### config.mk
export PLATFORM = sky130hd
export DESIGN_NAME = fdc_ctl_seq
export DESIGN_NICKNAME = d
export VERILOG_FILES = /design/src/fdc_ctl_pkg.sv /design/src/step_timer.sv /design/src/fdc_ctl_seq.sv
export SDC_FILE = /design/constraint.sdc
export NUM_CORES = 1
export LEC_CHECK = 0
export BUFFER_PORTS_ARGS = -buffer_cell sky130_fd_sc_hd__buf_4
export CORE_MARGIN = 2
export CORE_UTILIZATION = 49
export DETAILED_ROUTE_END_ITERATION = 7
export HOLD_SLACK_MARGIN = 0.06
export PLACE_DENSITY_LB_ADDON = 0.2
export SYNTH_ARGS = -nofsm -noshare
export SYNTH_HDL_FRONTEND = slang
export SYNTH_SLANG_ARGS = --single-unit
### constraint.sdc
create_clock -name sys_clk -period 7.4 [get_ports sys_clk]
set_input_delay 1.11 -clock sys_clk [delete_from_list [all_inputs] [get_ports sys_clk]]
set_output_delay 1.11 -clock sys_clk [all_outputs]
set_load 0.05 [all_outputs]
### src/fdc_ctl_pkg.sv
package fdc_ctl_pkg;
  // apb register byte offsets
  localparam logic [7:0] ctl_cmd_off    = 8'h00;
  localparam logic [7:0] ctl_cfg_off    = 8'h04;
  localparam logic [7:0] ctl_status_off = 8'h08;
  localparam logic [7:0] ctl_result_off = 8'h0c;
  localparam logic [7:0] ctl_track_off  = 8'h10;
  localparam logic [7:0] ctl_id_off     = 8'h14;

  // command codes written to the command register
  localparam logic [2:0] cmd_read_id     = 3'h1;
  localparam logic [2:0] cmd_recal       = 3'h2;
  localparam logic [2:0] cmd_seek        = 3'h3;
  localparam logic [2:0] cmd_sense_int   = 3'h4;
  localparam logic [2:0] cmd_sense_drive = 3'h5;
  localparam logic [2:0] cmd_xfer_done   = 3'h6;

  // status register 0 and 1 fields
  localparam int st0_term_lsb   = 6;
  localparam int st0_pos_done   = 5;
  localparam int st0_trk0_fault = 4;
  localparam int st0_side_bit   = 2;
  localparam logic [1:0] term_normal   = 2'b00;
  localparam logic [1:0] term_abnormal = 2'b01;
  localparam logic [1:0] term_ready_chg = 2'b11;
  localparam int st1_no_id = 0;

  // recalibrate step budget
  localparam logic [6:0] recal_max_steps = 7'd79;

  // step interval: (16 - step_interval field) x unit, unit scaled by data rate
  localparam int step_unit_us_250k = 2;
  localparam int clk_mhz           = 200;
  localparam int step_unit_cycles  = step_unit_us_250k * clk_mhz;
  localparam int step_pulse_ns     = 100;
  localparam int clk_period_ns     = 5;
  localparam logic [7:0] step_pulse_cycles = 8'(step_pulse_ns / clk_period_ns);

  typedef enum logic [2:0] {
    st_idle, st_pos_step, st_pos_wait, st_readid, st_result
  } seq_state_t;
endpackage

### src/step_timer.sv
`timescale 1ns/1ps
module step_timer
  import fdc_ctl_pkg::*;
(
  input  wire logic        sys_clk,
  input  wire logic        rstn,
  input  wire logic        start,
  input  wire logic [3:0]  step_interval,
  input  wire logic [1:0]  rate_sel,
  output logic             step_pulse,
  output logic             done
);
  // total interval = (16 - field) units, unit halves per rate step up
  logic [23:0] cnt_q;
  logic [23:0] cnt_d;
  logic [23:0] load_val;
  assign load_val = 24'((5'd16 - {1'b0, step_interval}) * step_unit_cycles) >> rate_sel;
  assign cnt_d    = start ? load_val : (cnt_q != 24'h0 ? cnt_q - 24'h1 : 24'h0);
  // pulse occupies the first cycles of the interval
  assign step_pulse = (cnt_q != 24'h0) && ((load_val - cnt_q) < 24'(step_pulse_cycles));
  assign done       = (cnt_q == 24'h1);

  always_ff @(posedge sys_clk) begin
    if (!rstn) cnt_q <= 24'h0;
    else       cnt_q <= cnt_d;
  end
endmodule

### src/fdc_ctl_seq.sv
`timescale 1ns/1ps
// Behaviour
// - control commands move no data; only read id, recal, seek interrupt
// - read id captures first id; no mark by second index sets code 01, no-id
// - recalibrate clears track count, steps with direction 0 while track zero low
// - track zero high during recalibrate sets positioning done and ends
// - still low after 79 steps sets positioning done and track zero fault
// - seek and recalibrate busy only in command phase
// - seek with current below target steps in, direction 1
// - seek with current above target steps out, direction 0
// - seek spaces steps by interval, compares after each, done on equality
// - interrupt asserts on result phase entry of data commands and read id
// - interrupt asserts when seek or recalibrate ends
// - non-dma mode interrupts whenever a data byte is needed
// - sense interrupt status clears interrupt, reports code and done flag
// - side bit of status 0 after positioning reads 0
// - without sense interrupt status the drive stays marked busy
// - sense drive status skips execution, returns status register 3
// - step interval sets spacing between steps, scaled by data rate
// - dma bypass 1 selects non-dma mode with request bit and interrupt
module fdc_ctl_seq
  import fdc_ctl_pkg::*;
(
  input  wire logic        sys_clk,
  input  wire logic        rstn,
  input  wire logic        psel,
  input  wire logic        penable,
  input  wire logic        pwrite,
  input  wire logic [7:0]  paddr,
  input  wire logic [31:0] pwdata,
  output logic [31:0]      prdata,
  output logic             pready,
  output logic             pslverr,
  input  wire logic        index_pulse_input,
  input  wire logic        track_zero_input,
  input  wire logic        id_found,
  input  wire logic [31:0] id_field,
  input  wire logic        data_byte_req,
  input  wire logic [7:0]  drive_status,
  output logic             step_out,
  output logic             direction_out,
  output logic             controller_irq_output,
  output logic             request_for_master_bit,
  output logic             busy_out
);
  seq_state_t  state_q, state_d;
  logic [7:0]  current_track_count_q;
  logic [7:0]  target_track_q;
  logic [3:0]  step_interval_q;
  logic [1:0]  rate_sel_q;
  logic        dma_bypass_select_q;
  logic        irq_q;
  logic        pending_q;
  logic        is_recal_q;
  logic        dir_q;
  logic [6:0]  steps_q;
  logic [1:0]  index_seen_q;
  logic        index_prev_q;
  logic [7:0]  st0_q;
  logic [7:0]  st1_q;
  logic [7:0]  result_q;
  logic [31:0] id_q;
  logic        drive_busy_q;
  logic [31:0] prdata_q;

  // bus decode
  wire wr_en      = psel && penable && pwrite;
  wire rd_en      = psel && penable && !pwrite;
  wire wr_cmd     = wr_en && (paddr == ctl_cmd_off);
  wire wr_cfg     = wr_en && (paddr == ctl_cfg_off);
  wire [2:0] cmd  = pwdata[2:0];
  wire addr_ok    = (paddr == ctl_cmd_off) || (paddr == ctl_cfg_off) || (paddr == ctl_status_off) ||
                    (paddr == ctl_result_off) || (paddr == ctl_track_off) || (paddr == ctl_id_off);
  assign pready   = 1'b1;
  assign pslverr  = psel && penable && !addr_ok;
  assign prdata   = prdata_q;

  // command acceptance only while sequencer idle
  wire accept     = wr_cmd && (state_q == st_idle);
  wire go_recal   = accept && (cmd == cmd_recal);
  wire go_seek    = accept && (cmd == cmd_seek);
  wire go_readid  = accept && (cmd == cmd_read_id);
  wire go_sense   = accept && (cmd == cmd_sense_int);
  wire go_sdrive  = accept && (cmd == cmd_sense_drive);
  wire go_xfer    = accept && (cmd == cmd_xfer_done);
  wire index_rise = index_pulse_input && !index_prev_q;

  // step timing
  logic timer_start;
  logic timer_pulse;
  logic timer_done;
  step_timer u_step_timer (
    .sys_clk       (sys_clk),
    .rstn          (rstn),
    .start         (timer_start),
    .step_interval (step_interval_q),
    .rate_sel      (rate_sel_q),
    .step_pulse    (timer_pulse),
    .done          (timer_done)
  );

  // positioning decisions
  wire at_target  = (current_track_count_q == target_track_q);
  wire recal_end  = is_recal_q && (track_zero_input || steps_q >= recal_max_steps);
  wire seek_end   = !is_recal_q && at_target;
  wire pos_finish = (state_q == st_pos_wait) && timer_done && (recal_end || seek_end);
  wire pos_check0 = (state_q == st_pos_step) && (recal_end || seek_end);
  wire pos_end    = pos_finish || pos_check0;
  wire rid_fail   = (state_q == st_readid) && !id_found && index_rise && (index_seen_q == 2'd1);
  wire rid_ok     = (state_q == st_readid) && id_found;
  wire step_dir   = is_recal_q ? 1'b0 : (current_track_count_q < target_track_q);

  assign timer_start = (state_q == st_pos_step) && !pos_check0;

  // sequencer next state
  always_comb begin
    state_d = state_q;
    unique case (state_q)
      st_idle:     if (go_recal || go_seek) state_d = st_pos_step;
                   else if (go_readid) state_d = st_readid;
                   else if (go_sdrive) state_d = st_result;
      st_pos_step: state_d = pos_check0 ? st_idle : st_pos_wait;
      st_pos_wait: if (timer_done) state_d = pos_finish ? st_idle : st_pos_step;
      st_readid:   if (rid_ok || rid_fail) state_d = st_result;
      st_result:   state_d = st_idle;
    endcase
  end

  // state and positioning registers
  always_ff @(posedge sys_clk) begin
    if (!rstn) begin
      state_q               <= st_idle;
      current_track_count_q <= 8'h00;
      target_track_q        <= 8'h00;
      is_recal_q            <= 1'b0;
      dir_q                 <= 1'b0;
      steps_q               <= 7'd0;
      index_prev_q          <= 1'b0;
    end else begin
      state_q      <= state_d;
      index_prev_q <= index_pulse_input;
      if (go_recal) begin
        current_track_count_q <= 8'h00;
        is_recal_q            <= 1'b1;
        steps_q               <= 7'd0;
        dir_q                 <= 1'b0;
      end else if (go_seek) begin
        // direction settles a cycle before the first step, never moves under a pulse
        target_track_q <= pwdata[15:8];
        is_recal_q     <= 1'b0;
        steps_q        <= 7'd0;
        dir_q          <= (current_track_count_q < pwdata[15:8]);
      end else if (timer_start) begin
        dir_q   <= step_dir;
        steps_q <= steps_q + 7'd1;
        if (!is_recal_q)
          current_track_count_q <= step_dir ? current_track_count_q + 8'h01 : current_track_count_q - 8'h01;
      end
    end
  end

  // configuration registers
  always_ff @(posedge sys_clk) begin
    if (!rstn) begin
      step_interval_q     <= 4'h0;
      rate_sel_q          <= 2'h0;
      dma_bypass_select_q <= 1'b0;
    end else if (wr_cfg) begin
      step_interval_q     <= pwdata[3:0];
      rate_sel_q          <= pwdata[5:4];
      dma_bypass_select_q <= pwdata[8];
    end
  end

  // read id index counting and capture
  always_ff @(posedge sys_clk) begin
    if (!rstn) begin
      index_seen_q <= 2'd0;
      id_q         <= 32'h0;
    end else begin
      if (go_readid) index_seen_q <= 2'd0;
      else if ((state_q == st_readid) && index_rise && index_seen_q != 2'd2) index_seen_q <= index_seen_q + 2'd1;
      if (rid_ok) id_q <= id_field;
    end
  end

  // status 0/1 and result byte
  always_ff @(posedge sys_clk) begin
    if (!rstn) begin
      st0_q    <= 8'h00;
      st1_q    <= 8'h00;
      result_q <= 8'h00;
    end else begin
      if (pos_end) begin
        st0_q <= 8'h00;
        st0_q[st0_term_lsb +: 2] <= term_normal;
        st0_q[st0_pos_done]      <= 1'b1;
        st0_q[st0_trk0_fault]    <= is_recal_q && !track_zero_input;
        st0_q[st0_side_bit]      <= 1'b0;
      end else if (rid_fail) begin
        st0_q <= 8'h00;
        st0_q[st0_term_lsb +: 2] <= term_abnormal;
        st1_q[st1_no_id]         <= 1'b1;
      end else if (rid_ok) begin
        st0_q <= 8'h00;
        st1_q <= 8'h00;
      end
      if (go_sense) result_q <= pending_q ? st0_q : {term_ready_chg, 6'h00};
      else if (go_sdrive) result_q <= drive_status;
    end
  end

  // interrupt, pending positioning result and drive busy
  wire irq_set = pos_end || (state_q == st_readid && state_d == st_result) || go_xfer ||
                 (dma_bypass_select_q && data_byte_req);
  always_ff @(posedge sys_clk) begin
    if (!rstn) begin
      irq_q        <= 1'b0;
      pending_q    <= 1'b0;
      drive_busy_q <= 1'b0;
    end else begin
      if (irq_set) irq_q <= 1'b1; // set wins over clear
      else if (go_sense) irq_q <= 1'b0;
      if (pos_end) pending_q <= 1'b1;
      else if (go_sense) pending_q <= 1'b0;
      if (go_recal || go_seek) drive_busy_q <= 1'b1;
      else if (go_sense && !(state_q != st_idle)) drive_busy_q <= 1'b0;
    end
  end

  // read mux, registered
  always_ff @(posedge sys_clk) begin
    if (!rstn) prdata_q <= 32'h0;
    else if (psel && !penable && !pwrite) begin
      unique case (paddr)
        ctl_cfg_off:    prdata_q <= {23'h0, dma_bypass_select_q, 2'h0, rate_sel_q, step_interval_q};
        ctl_status_off: prdata_q <= {16'h0, st1_q, 3'h0, drive_busy_q, pending_q, busy_out,
                                     request_for_master_bit, irq_q};
        ctl_result_off: prdata_q <= {24'h0, result_q};
        ctl_track_off:  prdata_q <= {16'h0, target_track_q, current_track_count_q};
        ctl_id_off:     prdata_q <= id_q;
        default:        prdata_q <= 32'h0;
      endcase
    end
  end

  // busy only for read id execution and the result phase
  assign busy_out               = (state_q == st_readid) || (state_q == st_result);
  assign request_for_master_bit = !busy_out || (dma_bypass_select_q && data_byte_req);
  assign controller_irq_output  = irq_q;
  assign step_out               = timer_pulse;
  assign direction_out          = dir_q;
  wire unused_rd = rd_en;
endmodule

==> results.md <==
- Syn_nets: 1184
- EDFF count, synth: 0
- Final setup TNS: 0 ps
- DP HPWL: 15290 um
- Mux share of post-synthesis cell area: 3.466%
- Power density of the placed cells: 259.0 nW/um^2
- GRT Residual Overflow: 0
- Worst setup EP type: output port
- Post-synthesis simple-gate area fraction: 23.78%
- Min Hold Slack: 448.7 ps
- Largest family of logic cells by synthesized area: simple AND/OR/NAND/NOR gates
- Yosys top cell area share: 34.60%
- CP arrival: 5910 ps
- GPL Wtd Cong: 0.8478
- Slew Limit Fails: 0
- Maximum fanout along the worst path: 10
- Seq/Total Area, Yosys: 34.60%
- TritonRoute pass-1 iters: 5
- Number of port buffers: 108
- Clock sinks: 141
- RSZ-0062 raised after global routing: false
- Total of max-cap violations: 0
- Run status: complete, no violations
- GRT Total Usage: 24.47%
- Post-Syn Area: 8159 sq um
- Die area: 17700 sq um
- Vias after detailed routing: 7417
- Clk pin slew, worst setup/hold paths: 60 ps
- Fillers: 1542
- Synth Area in Adders: 9.385%
- Syn avg cell area: 7.883 sq um
- Root buf cell: clkbuf_16
- 1st-iter DRT viols: 375
- First-pass GRT wire length: 34630 um
- Area leader, netlist: dfxtp_1
- DR WL/cell: 15.57 um
- Core ar.: 16410 sq um
- CP required: 6290 ps
- Post-route cell area: 9706 sq um
- Dpl ws: 421.4 ps
- Ys async rst share: 0%
- Final Hold Violating Endpoints: 0
- IO Pins: 128
- Netlist cell types: 76
- CTS tree: built
- Worst vdd ir: 0.1457 mV
- #FFs+latches synth: 141
- Worst Skew: 8.092 ps
- Starting Density: 49.73%
- Final WL: 21010 um
- H-tree depth: 4
- Ant. Diodes: 0
- Vias in the first global route: 7075
- Area post-placement: 9077 sq um
- Post-DR vias/cell: 5.498
- Max clock buf depth: 2
- XOR/XNOR Fraction of Synth Area: 4.509%
- Antenna viol nets, final: 0
- Die Height: 133.0 um
- Part of the cycle the worst path needs: 94.83%
- Worst min-delay path class: flop to flop
- CTS Buf Count: 17
- # rows: 47
- Worst-skew pair later-pin latency: 430 ps
- Synthesized instance count: 1035
- Type of origin of the critical path: flop
- Residual DRC: 0
- Share of cells above drive strength 1: 15.41%
- Multi-input combinational cell area: 4972 sq um
- Setup violations, final: 0
- Worst-Margin Slew: 1002 ps
- Most frequent cells in the layout: 152 x nand2_1, 140 x dfxtp_1, 114 x buf_4
- Initial antenna violation count: 0
- Synth area leaders: dfxtp_1 35%, ha_1 8.9%, nand2_1 7.0%
- Sequential cell area: 2824 sq um
- Main synth FF type: dfxtp_1
- Fmax: 142.5 MHz
- Slew margin rel.: 32.89%
- Leading cell type in the layout, fill and taps excluded: nand2_1
- Pleak: 3.830 nW
- WS Path Type: flop to output port
- Die X: 133.0 um
- Final worst slack: 382.3 ps
- Post-synthesis compound-gate area fraction: 19.31%
- Area delta synth->final: 18.95%
- Hold buffer count at cts: 0
- Layout net count: 1265
- Ys Warns: 0
- Min Tclk post-route: 7018 ps
- Largest net degree at the start of global routing: 85
[timing repair]
item                                    in CTS  in global routing
gates resized for setup                      1                  7
endpoints found under the setup margin       1                  1
buffers inserted                             0                  1
endpoints found under the hold margin        0                  0
[final cells by class]
class | count | area share, %
clock buffers | 20 | 4.705
clock inverters | 12 | 1.379
inverters | 50 | 1.934
multi-input cells | 792 | 51.23
flip-flops and latches | 141 | 29.10
well taps | 220 | 2.836
repair buffers | 114 | 8.818
[sequential cells by signal (all words and copies together), names as in the netlist]
name,flops
rate_sel_q,2
drive_busy_q,1
index_seen_q,2
st1_q,1
st0_q,3
prdata,32
dma_bypass_select_q,1
direction_out,1
result_q,8
step_interval_q,4
index_prev_q,1
pending_q,1
controller_irq_output,1
is_recal_q,1
state_q,3
steps_q,7
u_step_timer.cnt_q,24
target_track_q,8
current_track_count_q,8
id_q,32
[routing by layer]
| layer | wire length, um | vias up | track usage, % | share of wire [%] |
|---|---|---|---|---|
| li1 | - | 3781 | - | - |
| met1 | 9274 | 3432 | 30.41 | 44 |
| met2 | 10120 | 165 | 41.42 | 48 |
| met3 | 1072 | 39 | 5.862 | 5.1 |
| met4 | 545 | 0 | 8.662 | 2.6 |
| met5 | 0 | - | 0 | 0 |
[logic make-up after synthesis]
logic type | after synthesis
flip-flops | 141
adder cells (fa/ha/maj) | 60
other | 1
multiplexers | 28
AND/OR/NAND/NOR | 406
buffers and inverters | 102
AO/OA/AOI/OAI | 255
XOR/XNOR | 42
[where the power goes]
part / leakage [nW] / switching, mW / internal [mW] / total (mW)
Sequential: 1.14 / 0.0779 / 0.814 / 0.892
Clock: 0.287 / 0.341 / 0.516 / 0.856
Combinational: 2.40 / 0.413 / 0.352 / 0.765
Total: 3.83 / 0.832 / 1.68 / 2.51
[worst paths after layout]
| kind | slack (ps) | start | depth (start not counted) | endpoint |
|---|---|---|---|---|
| hold reg to reg | 450 | st0_q[5]$_SDFFE_PN0P_ | 2 | st0_q[5]$_SDFFE_PN0P_ |
| setup reg to reg | 3560 | current_track_count_q[1]$_SDFFE_PP0P_ | 14 | current_track_count_q[7]$_SDFFE_PP0P_ |
| hold / removal | 450 | st0_q[5]$_SDFFE_PN0P_ | 2 | st0_q[5]$_SDFFE_PN0P_ |
| setup / recovery | 380 | step_interval_q[0]$_SDFFE_PN0P_ | 21 | step_out |
[synthesized netlist by cell type (all sizes together) (15+ instances only)]
master  count
nor2      104
nor3       27
nand3      36
mux2i      26
xnor2      27
dfxtp     141
inv        50
a21oi     109
o21ai      53
xor2       15
clkbuf     44
nand2     153
ha         58
[through the flow]
stage | utilization, % | instances | power, mW
after global placement | 55.33 | 1316 | 1.662
after floorplan | - | 1035 | 1.510
final | 59.16 | 1349 | 2.514
after detailed placement | 55.33 | 1316 | 1.667
after CTS | 58.96 | 1348 | 2.522
after global routing | 59.16 | 1349 | 2.664
[critical path, cell delays in order (launching register included)]
cell,delay (ps)
dfxtp_2,440
inv_1,100
ha_1,250
nor3b_4,180
ha_1,310
ha_1,290
ha_1,290
ha_1,330
a31o_2,250
a21oi_1,170
xnor2_1,90
o21ai_0,320
nor2_1,100
ha_2,340
a21o_1,190
a21oi_1,170
o21a_1,140
o211ai_1,80
or4b_1,540
a2111o_1,400
nor4_2,260
buf_4,240
Power figures use the tool's default switching activity.
